`src/irq_pkg.sv`:
```
// Constants shared by the interrupt controller files
package irq_pkg;
   localparam int          NUM_SRC       = 7;
   localparam int          LVL_W         = 2;
   localparam int          SRC_W         = 3;
   localparam int          ADDR_W        = 24;
   localparam int          DATA_W        = 32;
   localparam int          CYCLE_STATES  = 4;
   localparam int          LAT_MIN       = 17;
   localparam int          LAT_MAX       = 72;
   // Source order is also the fixed order within a level, index 0 wins
   localparam logic [2:0]  SRC_EXT_A     = 3'h0;
   localparam logic [2:0]  SRC_TMR_A     = 3'h1;
   localparam logic [2:0]  SRC_EXT_B     = 3'h2;
   localparam logic [2:0]  SRC_TMR_B     = 3'h3;
   localparam logic [2:0]  SRC_SERIAL    = 3'h4;
   localparam logic [2:0]  SRC_TMR_C     = 3'h5;
   localparam logic [2:0]  SRC_CNT_ARR   = 3'h6;
   localparam logic [23:0] VEC_BASE      = 24'hFF0003;
   localparam logic [23:0] VEC_STEP      = 24'h000008;
   localparam logic [23:0] VEC_TRAP      = 24'hFF007B;
   localparam logic [2:0]  STACK_LEGACY  = 3'h2;
   localparam logic [2:0]  STACK_FULL    = 3'h4;
   // Register byte addresses
   localparam logic [7:0]  ADDR_ENABLE   = 8'h00;
   localparam logic [7:0]  ADDR_PRIO     = 8'h04;
   localparam logic [7:0]  ADDR_MODE     = 8'h08;
   localparam logic [7:0]  ADDR_STATUS   = 8'h0C;
   localparam logic [7:0]  ADDR_MASK     = 8'h10;
   localparam logic [7:0]  ADDR_PEND     = 8'h14;
   localparam logic [7:0]  ADDR_VECTOR   = 8'h18;
   // Enable register fields
   localparam int          EN_GLOBAL_BIT = 7;
   // Mode register fields
   localparam int          MODE_LEGACY   = 0;
   localparam int          MODE_EDGE_A   = 1;
   localparam int          MODE_EDGE_B   = 2;
   // Event status bits
   localparam int          EV_TAKEN      = 0;
   localparam int          EV_TRAP       = 1;
   localparam int          EV_W          = 2;
   localparam logic [1:0]  RESP_OKAY     = 2'h0;
   localparam logic [1:0]  RESP_SLVERR   = 2'h2;
endpackage : irq_pkg

```
`src/irq_prio_resolve.sv`:
```
// Combinational priority resolver over levels and fixed order
`timescale 1ns/1ps
`default_nettype none
module irq_prio_resolve #(
   parameter int N = irq_pkg::NUM_SRC
) (
   input  wire logic [N-1:0]                 req,
   input  wire logic [2*N-1:0]               prio,
   output logic                              found,
   output logic [irq_pkg::SRC_W-1:0]         src,
   output logic [irq_pkg::LVL_W-1:0]         lvl
);
   always_comb begin
      found = 1'b0;
      src   = '0;
      lvl   = '0;
      // Strict greater keeps the lower index within a level
      for (int i = 0; i < N; i++) begin
         if (req[i] && (!found || prio[2*i +: 2] > lvl)) begin
            found = 1'b1;
            src   = irq_pkg::SRC_W'(i);
            lvl   = prio[2*i +: 2];
         end
      end
   end
endmodule : irq_prio_resolve
`default_nettype wire

```
`src/irq_state_div.sv`:
```
// Divider giving one pulse per interrupt cycle of four states
`timescale 1ns/1ps
`default_nettype none
module irq_state_div #(
   parameter int STATES = irq_pkg::CYCLE_STATES
) (
   input  wire logic aclk,
   input  wire logic aresetn,
   output logic      tick
);
   logic [3:0] cnt_reg;
   always_ff @(posedge aclk) begin
      if (!aresetn) begin
         cnt_reg <= '0;
         tick    <= 1'b0;
      end else begin
         tick <= (cnt_reg == 4'(STATES - 1));
         if (cnt_reg == 4'(STATES - 1)) begin
            cnt_reg <= '0;
         end else begin
            cnt_reg <= cnt_reg + 4'h1;
         end
      end
   end
endmodule : irq_state_div
`default_nettype wire

```
`src/interrupt_priority_vectoring.sv`:
```
// Interrupt priority and vectoring controller with AXI4-Lite registers
// Behaviour
// - Seven maskable sources plus one software trap
// - Two pins, three timers, serial, counter array
// - Four programmable levels, higher level served first
// - Fixed order breaks ties within one level
// - Fixed vector address for each source
// - Vectoring clears timer A and B and edge pin flags
// - Sampling and resolution every four-state cycle
// - Response latency seventeen to seventy-two states; here irq_call rises at the tick after the request is sampled
// - Trap instruction vectors to its own address
// - Trap beats every maskable request
// - Legacy mode stacks two bytes, else four
`timescale 1ns/1ps
`default_nettype none
module interrupt_priority_vectoring #(
   parameter int N = irq_pkg::NUM_SRC
) (
   input  wire logic                         aclk,
   input  wire logic                         aresetn,
   input  wire logic                         ext_irq_a_n,
   input  wire logic                         ext_irq_b_n,
   input  wire logic                         tmr_a_overflow,
   input  wire logic                         tmr_b_overflow,
   input  wire logic                         tmr_c_overflow,
   input  wire logic                         tmr_c_external_flag,
   input  wire logic                         serial_rx_done,
   input  wire logic                         serial_tx_done,
   input  wire logic                         counter_array_overflow,
   input  wire logic [4:0]                   counter_module_match,
   input  wire logic                         trap_exec,
   input  wire logic                         core_ack,
   input  wire logic                         core_reti,
   output logic                              irq_call,
   output logic [irq_pkg::ADDR_W-1:0]        irq_vector,
   output logic [2:0]                        irq_stack_bytes,
   output logic                              tmr_a_clear,
   output logic                              tmr_b_clear,
   output logic                              irq,
   input  wire logic [7:0]                   s_axi_awaddr,
   input  wire logic                         s_axi_awvalid,
   output logic                              s_axi_awready,
   input  wire logic [irq_pkg::DATA_W-1:0]   s_axi_wdata,
   input  wire logic [3:0]                   s_axi_wstrb,
   input  wire logic                         s_axi_wvalid,
   output logic                              s_axi_wready,
   output logic [1:0]                        s_axi_bresp,
   output logic                              s_axi_bvalid,
   input  wire logic                         s_axi_bready,
   input  wire logic [7:0]                   s_axi_araddr,
   input  wire logic                         s_axi_arvalid,
   output logic                              s_axi_arready,
   output logic [irq_pkg::DATA_W-1:0]        s_axi_rdata,
   output logic [1:0]                        s_axi_rresp,
   output logic                              s_axi_rvalid,
   input  wire logic                         s_axi_rready
);
   typedef enum logic [2:0] {
      ST_IDLE = 3'b001,
      ST_CALL = 3'b010,
      ST_WAIT = 3'b100
   } vec_state_e;

   vec_state_e                       state_reg;
   logic [7:0]                       enable_reg;
   logic [2*N-1:0]                   prio_reg;
   logic [2:0]                       mode_reg;
   logic [irq_pkg::EV_W-1:0]         status_reg;
   logic [irq_pkg::EV_W-1:0]         mask_reg;
   logic                             ext_a_pending;
   logic                             ext_b_pending;
   logic [1:0]                       ext_a_sync;
   logic [1:0]                       ext_b_sync;
   logic                             ext_a_prev;
   logic                             ext_b_prev;
   logic [N-1:0]                     flag;
   logic [N-1:0]                     gated;
   logic [N-1:0]                     sample_reg;
   logic                             trap_reg;
   logic [3:0]                       active_reg;
   logic                             tick;
   logic                             found;
   logic [irq_pkg::SRC_W-1:0]        win_src;
   logic [irq_pkg::LVL_W-1:0]        win_lvl;
   logic [irq_pkg::SRC_W-1:0]        cur_src_reg;
   logic                             cur_trap_reg;
   logic                             preempt_ok;
   logic [irq_pkg::EV_W-1:0]         ev;
   logic [7:0]                       aw_reg;
   logic                             aw_have;
   logic [irq_pkg::DATA_W-1:0]       w_reg;
   logic [3:0]                       ws_reg;
   logic                             w_have;
   logic                             wr_go;
   logic                             wr_ok;

   function automatic logic [23:0] vec_of(input logic [2:0] s);
      vec_of = irq_pkg::VEC_BASE + 24'(s) * irq_pkg::VEC_STEP;
   endfunction : vec_of

   function automatic logic [1:0] top_lvl(input logic [3:0] act);
      top_lvl = 2'h0;
      for (int i = 0; i < 4; i++) begin
         if (act[i]) begin
            top_lvl = 2'(i);
         end
      end
   endfunction : top_lvl

   irq_state_div u_div (
      .aclk    (aclk),
      .aresetn (aresetn),
      .tick    (tick)
   );

   // Pins cross two flops; only the second stage is read
   always_ff @(posedge aclk) begin
      if (!aresetn) begin
         ext_a_sync <= 2'h3;
         ext_b_sync <= 2'h3;
         ext_a_prev <= 1'b1;
         ext_b_prev <= 1'b1;
      end else begin
         ext_a_sync <= {ext_a_sync[0], ext_irq_a_n};
         ext_b_sync <= {ext_b_sync[0], ext_irq_b_n};
         ext_a_prev <= ext_a_sync[1];
         ext_b_prev <= ext_b_sync[1];
      end
   end

   // Edge flags latch a falling edge; vectoring clears, a new edge wins
   always_ff @(posedge aclk) begin
      if (!aresetn) begin
         ext_a_pending <= 1'b0;
         ext_b_pending <= 1'b0;
      end else begin
         if (ext_a_prev && !ext_a_sync[1]) begin
            ext_a_pending <= 1'b1;
         end else if (state_reg == ST_CALL && !cur_trap_reg && cur_src_reg == irq_pkg::SRC_EXT_A) begin
            ext_a_pending <= 1'b0;
         end
         if (ext_b_prev && !ext_b_sync[1]) begin
            ext_b_pending <= 1'b1;
         end else if (state_reg == ST_CALL && !cur_trap_reg && cur_src_reg == irq_pkg::SRC_EXT_B) begin
            ext_b_pending <= 1'b0;
         end
      end
   end

   always_comb begin
      flag = '0;
      flag[irq_pkg::SRC_EXT_A]   = mode_reg[irq_pkg::MODE_EDGE_A] ? ext_a_pending : !ext_a_sync[1];
      flag[irq_pkg::SRC_TMR_A]   = tmr_a_overflow;
      flag[irq_pkg::SRC_EXT_B]   = mode_reg[irq_pkg::MODE_EDGE_B] ? ext_b_pending : !ext_b_sync[1];
      flag[irq_pkg::SRC_TMR_B]   = tmr_b_overflow;
      flag[irq_pkg::SRC_SERIAL]  = serial_rx_done | serial_tx_done;
      flag[irq_pkg::SRC_TMR_C]   = tmr_c_overflow | tmr_c_external_flag;
      flag[irq_pkg::SRC_CNT_ARR] = counter_array_overflow | (|counter_module_match);
   end

   assign gated = flag & enable_reg[N-1:0] & {N{enable_reg[irq_pkg::EN_GLOBAL_BIT]}};

   // Maskable requests are sampled once per interrupt cycle; the trap latches in any cycle
   always_ff @(posedge aclk) begin
      if (!aresetn) begin
         sample_reg <= '0;
         trap_reg   <= 1'b0;
      end else begin
         if (tick) begin
            sample_reg <= gated;
         end
         if (trap_exec) begin
            trap_reg <= 1'b1;
         end else if (state_reg == ST_CALL && cur_trap_reg) begin
            trap_reg <= 1'b0;
         end
      end
   end

   irq_prio_resolve #(.N(N)) u_res (
      .req   (sample_reg),
      .prio  (prio_reg),
      .found (found),
      .src   (win_src),
      .lvl   (win_lvl)
   );

   assign preempt_ok = (active_reg == 4'h0) || (win_lvl > top_lvl(active_reg));

   // Vectoring sequence; irq_call holds until the core takes it
   always_ff @(posedge aclk) begin
      if (!aresetn) begin
         state_reg    <= ST_IDLE;
         cur_src_reg  <= '0;
         cur_trap_reg <= 1'b0;
         irq_call     <= 1'b0;
         irq_vector   <= '0;
      end else begin
         case (state_reg)
            ST_IDLE: begin
               if (trap_reg) begin
                  cur_trap_reg <= 1'b1;
                  irq_vector   <= irq_pkg::VEC_TRAP;
                  irq_call     <= 1'b1;
                  state_reg    <= ST_WAIT;
               end else if (tick && found && preempt_ok) begin
                  cur_trap_reg <= 1'b0;
                  cur_src_reg  <= win_src;
                  irq_vector   <= vec_of(win_src);
                  irq_call     <= 1'b1;
                  state_reg    <= ST_WAIT;
               end
            end
            ST_WAIT: begin
               if (core_ack) begin
                  irq_call  <= 1'b0;
                  state_reg <= ST_CALL;
               end
            end
            ST_CALL: begin
               state_reg <= ST_IDLE;
            end
            default: begin
               state_reg <= ST_IDLE;
            end
         endcase
      end
   end

   // Timer clear pulses and nesting record at the call
   always_ff @(posedge aclk) begin
      if (!aresetn) begin
         tmr_a_clear     <= 1'b0;
         tmr_b_clear     <= 1'b0;
         active_reg      <= '0;
         irq_stack_bytes <= irq_pkg::STACK_FULL;
      end else begin
         tmr_a_clear     <= state_reg == ST_CALL && !cur_trap_reg && cur_src_reg == irq_pkg::SRC_TMR_A;
         tmr_b_clear     <= state_reg == ST_CALL && !cur_trap_reg && cur_src_reg == irq_pkg::SRC_TMR_B;
         irq_stack_bytes <= mode_reg[irq_pkg::MODE_LEGACY] ? irq_pkg::STACK_LEGACY : irq_pkg::STACK_FULL;
         // A return and a new call in one cycle both take effect
         if (core_reti) begin
            active_reg[top_lvl(active_reg)] <= 1'b0;
         end
         if (state_reg == ST_CALL && !cur_trap_reg) begin
            active_reg[prio_reg[2*cur_src_reg +: 2]] <= 1'b1;
         end
      end
   end

   // Write channel: address and data taken in either order
   assign wr_go = aw_have && w_have && !s_axi_bvalid;
   assign wr_ok = aw_reg == irq_pkg::ADDR_ENABLE || aw_reg == irq_pkg::ADDR_PRIO || aw_reg == irq_pkg::ADDR_MODE
                  || aw_reg == irq_pkg::ADDR_STATUS || aw_reg == irq_pkg::ADDR_MASK;

   always_ff @(posedge aclk) begin
      if (!aresetn) begin
         aw_have       <= 1'b0;
         w_have        <= 1'b0;
         aw_reg        <= '0;
         w_reg         <= '0;
         ws_reg        <= '0;
         s_axi_awready <= 1'b0;
         s_axi_wready  <= 1'b0;
         s_axi_bvalid  <= 1'b0;
         s_axi_bresp   <= irq_pkg::RESP_OKAY;
      end else begin
         s_axi_awready <= !aw_have && !s_axi_awready && s_axi_awvalid;
         s_axi_wready  <= !w_have && !s_axi_wready && s_axi_wvalid;
         if (s_axi_awvalid && s_axi_awready) begin
            aw_have <= 1'b1;
            aw_reg  <= s_axi_awaddr;
         end
         if (s_axi_wvalid && s_axi_wready) begin
            w_have <= 1'b1;
            w_reg  <= s_axi_wdata;
            ws_reg <= s_axi_wstrb;
         end
         if (wr_go) begin
            aw_have      <= 1'b0;
            w_have       <= 1'b0;
            s_axi_bvalid <= 1'b1;
            s_axi_bresp  <= wr_ok ? irq_pkg::RESP_OKAY : irq_pkg::RESP_SLVERR;
         end else if (s_axi_bready) begin
            s_axi_bvalid <= 1'b0;
         end
      end
   end

   // Software registers
   always_ff @(posedge aclk) begin
      if (!aresetn) begin
         enable_reg <= '0;
         prio_reg   <= '0;
         mode_reg   <= '0;
         mask_reg   <= '0;
      end else if (wr_go && ws_reg[0]) begin
         if (aw_reg == irq_pkg::ADDR_ENABLE) begin
            enable_reg <= w_reg[7:0];
         end else if (aw_reg == irq_pkg::ADDR_MODE) begin
            mode_reg <= w_reg[2:0];
         end else if (aw_reg == irq_pkg::ADDR_MASK) begin
            mask_reg <= w_reg[irq_pkg::EV_W-1:0];
         end else if (aw_reg == irq_pkg::ADDR_PRIO) begin
            prio_reg[7:0] <= w_reg[7:0];
         end
      end
      if (aresetn && wr_go && aw_reg == irq_pkg::ADDR_PRIO && ws_reg[1]) begin
         prio_reg[2*N-1:8] <= w_reg[2*N-1:8];
      end
   end

   // Sticky events; a new event wins over a write-one clear
   always_comb begin
      ev = '0;
      ev[irq_pkg::EV_TAKEN] = state_reg == ST_CALL && !cur_trap_reg;
      ev[irq_pkg::EV_TRAP]  = state_reg == ST_CALL && cur_trap_reg;
   end

   always_ff @(posedge aclk) begin
      if (!aresetn) begin
         status_reg <= '0;
         irq        <= 1'b0;
      end else begin
         if (wr_go && ws_reg[0] && aw_reg == irq_pkg::ADDR_STATUS) begin
            status_reg <= (status_reg & ~w_reg[irq_pkg::EV_W-1:0]) | ev;
         end else begin
            status_reg <= status_reg | ev;
         end
         irq <= |(status_reg & mask_reg);
      end
   end

   // Read channel
   always_ff @(posedge aclk) begin
      if (!aresetn) begin
         s_axi_arready <= 1'b0;
         s_axi_rvalid  <= 1'b0;
         s_axi_rdata   <= '0;
         s_axi_rresp   <= irq_pkg::RESP_OKAY;
      end else begin
         s_axi_arready <= !s_axi_arready && !s_axi_rvalid && s_axi_arvalid;
         if (s_axi_arvalid && s_axi_arready) begin
            s_axi_rvalid <= 1'b1;
            s_axi_rresp  <= irq_pkg::RESP_OKAY;
            s_axi_rdata  <= '0;
            if (s_axi_araddr == irq_pkg::ADDR_ENABLE) begin
               s_axi_rdata[7:0] <= enable_reg;
            end else if (s_axi_araddr == irq_pkg::ADDR_PRIO) begin
               s_axi_rdata[2*N-1:0] <= prio_reg;
            end else if (s_axi_araddr == irq_pkg::ADDR_MODE) begin
               s_axi_rdata[2:0] <= mode_reg;
            end else if (s_axi_araddr == irq_pkg::ADDR_STATUS) begin
               s_axi_rdata[irq_pkg::EV_W-1:0] <= status_reg;
            end else if (s_axi_araddr == irq_pkg::ADDR_MASK) begin
               s_axi_rdata[irq_pkg::EV_W-1:0] <= mask_reg;
            end else if (s_axi_araddr == irq_pkg::ADDR_PEND) begin
               s_axi_rdata[N-1:0]   <= flag;
               s_axi_rdata[N+3:N]   <= active_reg;
            end else if (s_axi_araddr == irq_pkg::ADDR_VECTOR) begin
               s_axi_rdata[23:0] <= irq_vector;
            end else begin
               s_axi_rresp <= irq_pkg::RESP_SLVERR;
            end
         end else if (s_axi_rready) begin
            s_axi_rvalid <= 1'b0;
         end
      end
   end

   trap_first_a: assert property (@(posedge aclk) disable iff (!aresetn)
      (state_reg == ST_IDLE && trap_reg) |=> (irq_call && irq_vector == irq_pkg::VEC_TRAP))
      else $error("trap not served first");

   vector_fixed_a: assert property (@(posedge aclk) disable iff (!aresetn)
      (state_reg == ST_IDLE && !trap_reg && tick && found && preempt_ok)
      |=> irq_vector == irq_pkg::VEC_BASE + 24'($past(win_src)) * irq_pkg::VEC_STEP)
      else $error("wrong vector");

   cycle_four_a: assert property (@(posedge aclk) disable iff (!aresetn)
      tick |=> !tick ##1 !tick ##1 !tick ##1 tick)
      else $error("interrupt cycle not four states");

   gate_enable_a: assert property (@(posedge aclk) disable iff (!aresetn)
      !enable_reg[irq_pkg::EN_GLOBAL_BIT] |-> gated == '0)
      else $error("global enable not gating");

   no_preempt_a: assert property (@(posedge aclk) disable iff (!aresetn)
      (state_reg == ST_WAIT && $rose(irq_call) && !cur_trap_reg && $past(active_reg) != 4'h0)
      |-> $past(win_lvl) > top_lvl($past(active_reg)))
      else $error("preempted at equal or lower level");

   timer_clear_a: assert property (@(posedge aclk) disable iff (!aresetn)
      (state_reg == ST_CALL && !cur_trap_reg && cur_src_reg == irq_pkg::SRC_TMR_A) |=> tmr_a_clear)
      else $error("timer flag not cleared");

   stack_mode_a: assert property (@(posedge aclk) disable iff (!aresetn)
      mode_reg[irq_pkg::MODE_LEGACY] [*2] |-> irq_stack_bytes == irq_pkg::STACK_LEGACY)
      else $error("stack byte count wrong");

   level_order_a: assert property (@(posedge aclk) disable iff (!aresetn)
      (found && sample_reg[irq_pkg::SRC_EXT_A]
       && prio_reg[1:0] == 2'h3) |-> win_src == irq_pkg::SRC_EXT_A)
      else $error("fixed order broken");

   latency_a: assert property (@(posedge aclk) disable iff (!aresetn)
      (state_reg == ST_IDLE && trap_reg) |-> ##[1:8] irq_call)
      else $error("call too late");
endmodule : interrupt_priority_vectoring
`default_nettype wire

```
`config.mk`:
```
export PLATFORM = sky130hd
export DESIGN_NAME = interrupt_priority_vectoring
export DESIGN_NICKNAME = d
export VERILOG_FILES = /design/src/irq_pkg.sv /design/src/irq_prio_resolve.sv /design/src/irq_state_div.sv /design/src/interrupt_priority_vectoring.sv
export SDC_FILE = /design/constraint.sdc
export NUM_CORES = 1
export LEC_CHECK = 0
export ABC_AREA = 0
export ABC_CLOCK_PERIOD_IN_PS = 22800
export BUFFER_PORTS_ARGS = -buffer_cell sky130_fd_sc_hd__buf_4
export CAP_MARGIN = 20
export CELL_PAD_IN_SITES_DETAIL_PLACEMENT = 0
export CELL_PAD_IN_SITES_GLOBAL_PLACEMENT = 1
export CORE_MARGIN = 4
export CORE_UTILIZATION = 43
export CTS_CLUSTER_SIZE = 12
export DETAILED_ROUTE_END_ITERATION = 8
export PLACE_DENSITY_LB_ADDON = 0.3
export SKIP_CTS_REPAIR_TIMING = 1
export SYNTH_ARGS = -nofsm -noshare
export SYNTH_HDL_FRONTEND = slang
export SYNTH_SLANG_ARGS = --single-unit
```
`constraint.sdc`:
```
create_clock -name aclk -period 22.8 [get_ports aclk]
set_clock_uncertainty 0.05 [all_clocks]
set_input_delay 3.42 -clock aclk [delete_from_list [all_inputs] [get_ports aclk]]
set_output_delay 3.42 -clock aclk [all_outputs]
set_load 0.005 [all_outputs]
```
==> out/summary.txt <==
Routed Antenna Nets = 0
CORE AREA = 13200 um2
most common cell after layout, fill and taps aside = dfxtp_1
RSZ-0062 raised after global routing = false
vias in the first global route = 4546
CTS buffer count = 17
startpoint types = flip-flop
switching share of power = 21.8%
DRT Pass-1 Iters = 4
Worst EP arrival = 10.25 ns
Die Area = 15500 um2
final slew viol count = 0
Clk pwr share = 47.8%
Vias/cell = 5.20
first-pass GRT wire length = 22900 um
grt ovf = 0
Std-Cell Rows = 42
Final Wtd Congestion = 0.835
pre-CTS setup slack = 12.91 ns
Max Cap Violations = 0
final worst slack = 12.80 ns
CP Capture Type = flip-flop
RR Startpoint = sample_reg[0]
clock-pin slew on the worst setup and hold paths = 0.05 ns
layout filler cell count = 1276
# port buffers = 104
r2r endpoint = irq_vector[5]
sequential fraction of the synthesis area = 41.9%
Worst Hold Path EP = ext_a_sync[1]
Layout Nets = 825
Largest register FFs = 15
clk root buf = clkbuf_16
worst reg2reg setup slack = 12.80 ns
register share of total power = 45.5%
outcome = complete, no violations
commonest cells after routing, fill and taps aside = dfxtp_1, buf_4, nand2_1
ys async rst share = 0%
largest net degree at the start of global routing = 104
total clock sinks = 119
top_reg_cell synth = dfxtp_1
Vias = 4771
drt first-iter violations = 283
worst-path cell with the longest stage delay = o21ai_0
hold_sp = ext_a_sync[0]
CTS max path bufs = 2
synth unique cells = 66
global-route usage over all layers = 18.3%
Met1 Wirelength = 6410 um
final setup vio count = 0
Comb power frac = 6.7%
Yosys reg bits = 119
fin util = 52.8%
Static Leak = 2.91 nW
Clock Latency Late Sink = 0.41 ns
share of cells above drive strength 1 = 20.4%
met2 WL = 6410 um
Fin. Hold Viols = 0
IO Pins = 148
hold crit path type = flip-flop to flip-flop
Worst Hold Depth = 1
net switching power figure = 0.000106 W
Power Internal = 0.000380 W
H-tree Lvls = 4
WS Path Type = flip-flop to flip-flop
initial antenna violation count = 0
Starting Density = 44.0%
residual DRC count = 0
Area Overhead vs Synth = 19.9%
area used by multi-input combinational logic = 2950 um2
Pwr per Cell Area = 69.5 nW/um2
Syn Area/Cell = 8.84 um2
antenna cell count = 0
part of the cycle the worst path needs = 43.9%
min Tclk post-route = 10.00 ns
CP max FO = 8
Reg area = 2440 um2
synth warn = 0
Post-synth EDFFs = 6
Syn Inst Count = 660
TritonCTS clock tree = built
Die Ht = 124 um
Setup Total Neg Slack = 0 ns
routed wire length = 14000 um
met3 wire length = 865 um
fmax = 100 MHz
DPL Wire Length = 10500 um
die width = 124 um
max layer used = met4
slew margin rel. = 39.6%
Pwr Total = 0.000486 W
Worst-Margin Slew = 0.906 ns
worst r2r path cells = 41
Wirelength per Cell = 15.3 um
VDD IR max = 0.0000460 V
Post-Syn Area = 5830 um2
Req. time, crit path = 23.05 ns
most used cell, CP = ha_1
max incr delay on CP = 0.51 ns
-- worst max path at each step --
| stage | from | to | slack [ns] | cells after the start |
|---|---|---|---|---|
| floorplan | sample_reg[0] | cur_src_reg[2] | 14.08 | 41 |
| global placement | sample_reg[0] | cur_src_reg[2] | 13.14 | 41 |
| detailed placement | sample_reg[0] | cur_src_reg[2] | 12.91 | 41 |
| CTS | sample_reg[0] | irq_vector[5] | 12.84 | 41 |
| global route | sample_reg[0] | irq_vector[5] | 12.00 | 42 |
| finish | sample_reg[0] | irq_vector[5] | 12.80 | 41 |
-- power groups by stage --
stage	Sequential [W]	Combinational (W)	Clock (W)
2_1_floorplan	0.000223	0.0000214	0
3_3_place_gp	0.000225	0.0000320	0
3_5_place_dp	0.000225	0.0000325	0
4_1_cts	0.000221	0.0000326	0.000238
5_1_grt	0.000222	0.0000363	0.000248
6_report	0.000221	0.0000324	0.000232
-- cell usage after synthesis, types with 5 or more instances --
library cell,n,share of area (%)
nand2_1,90,5.8
buf_4,41,5.3
a221oi_1,6,0.90
o21a_1,5,0.64
and3_1,6,0.64
inv_1,23,1.5
ha_1,15,3.2
nor2b_1,23,2.5
dfxtp_1,113,39
a22oi_1,6,0.77
nor3_1,7,0.60
a21oi_1,18,1.5
a21boi_0,37,4.8
o21ai_0,32,2.7
o211a_1,5,0.86
nand2b_1,14,1.5
edfxtp_1,6,3.1
nor2_1,19,1.2
and2_1,17,1.8
o211ai_1,12,1.5
a32oi_1,6,0.90
a2bb2oi_1,5,0.75
mux2i_1,14,2.4
nand3_1,31,2.7
clkbuf_1,25,1.6
o21ai_1,16,1.4
-- final cells by class --
class                           count  area share, %
Multi-Input combinational cell    468           42.2
Sequential cell                   119           34.9
Timing Repair Buffer              105           11.3
Clock buffer                       20           6.39
Tap cell                          176           3.15
Inverter                           23           1.23
Clock inverter                      7          0.859
-- layer usage --
metal | vias up | global-route usage (%)
li1 | 2411 | -
met1 | 2202 | 24.3
met2 | 137 | 28.0
met3 | 21 | 4.89
met4 | 0 | 8.06
met5 | - | 0
-- stage by stage --
stage	hold WS (ns)	cells	instance area (um2)
floorplan	0.336	682	5920
global placement	0.356	891	6490
detailed placement	0.366	891	6490
CTS	0.374	918	6990
global route	0.399	918	6990
finish	0.364	918	6990
-- worst max-delay path: cells and delay by family, from the launching register on --
family / cells / cell delay (ns)
AO/OA/AOI/OAI: 18 / 4.11
adder cells (fa/ha/maj): 7 / 1.93
buffers and inverters: 2 / 0.13
flip-flops: 1 / 0.50
multiplexers: 2 / 0.65
AND/OR/NAND/NOR: 12 / 2.49
-- logic make-up after synthesis --
group	synth area share (%)
simple gates	21.5
compound gates	20.1
flops	41.9
buf+inv	8.97
mux	4.14
fa+ha+maj	3.22
other cells	0.0643
xor+xnor	0.150
Note: power is estimated with default switching activity, not from simulation.
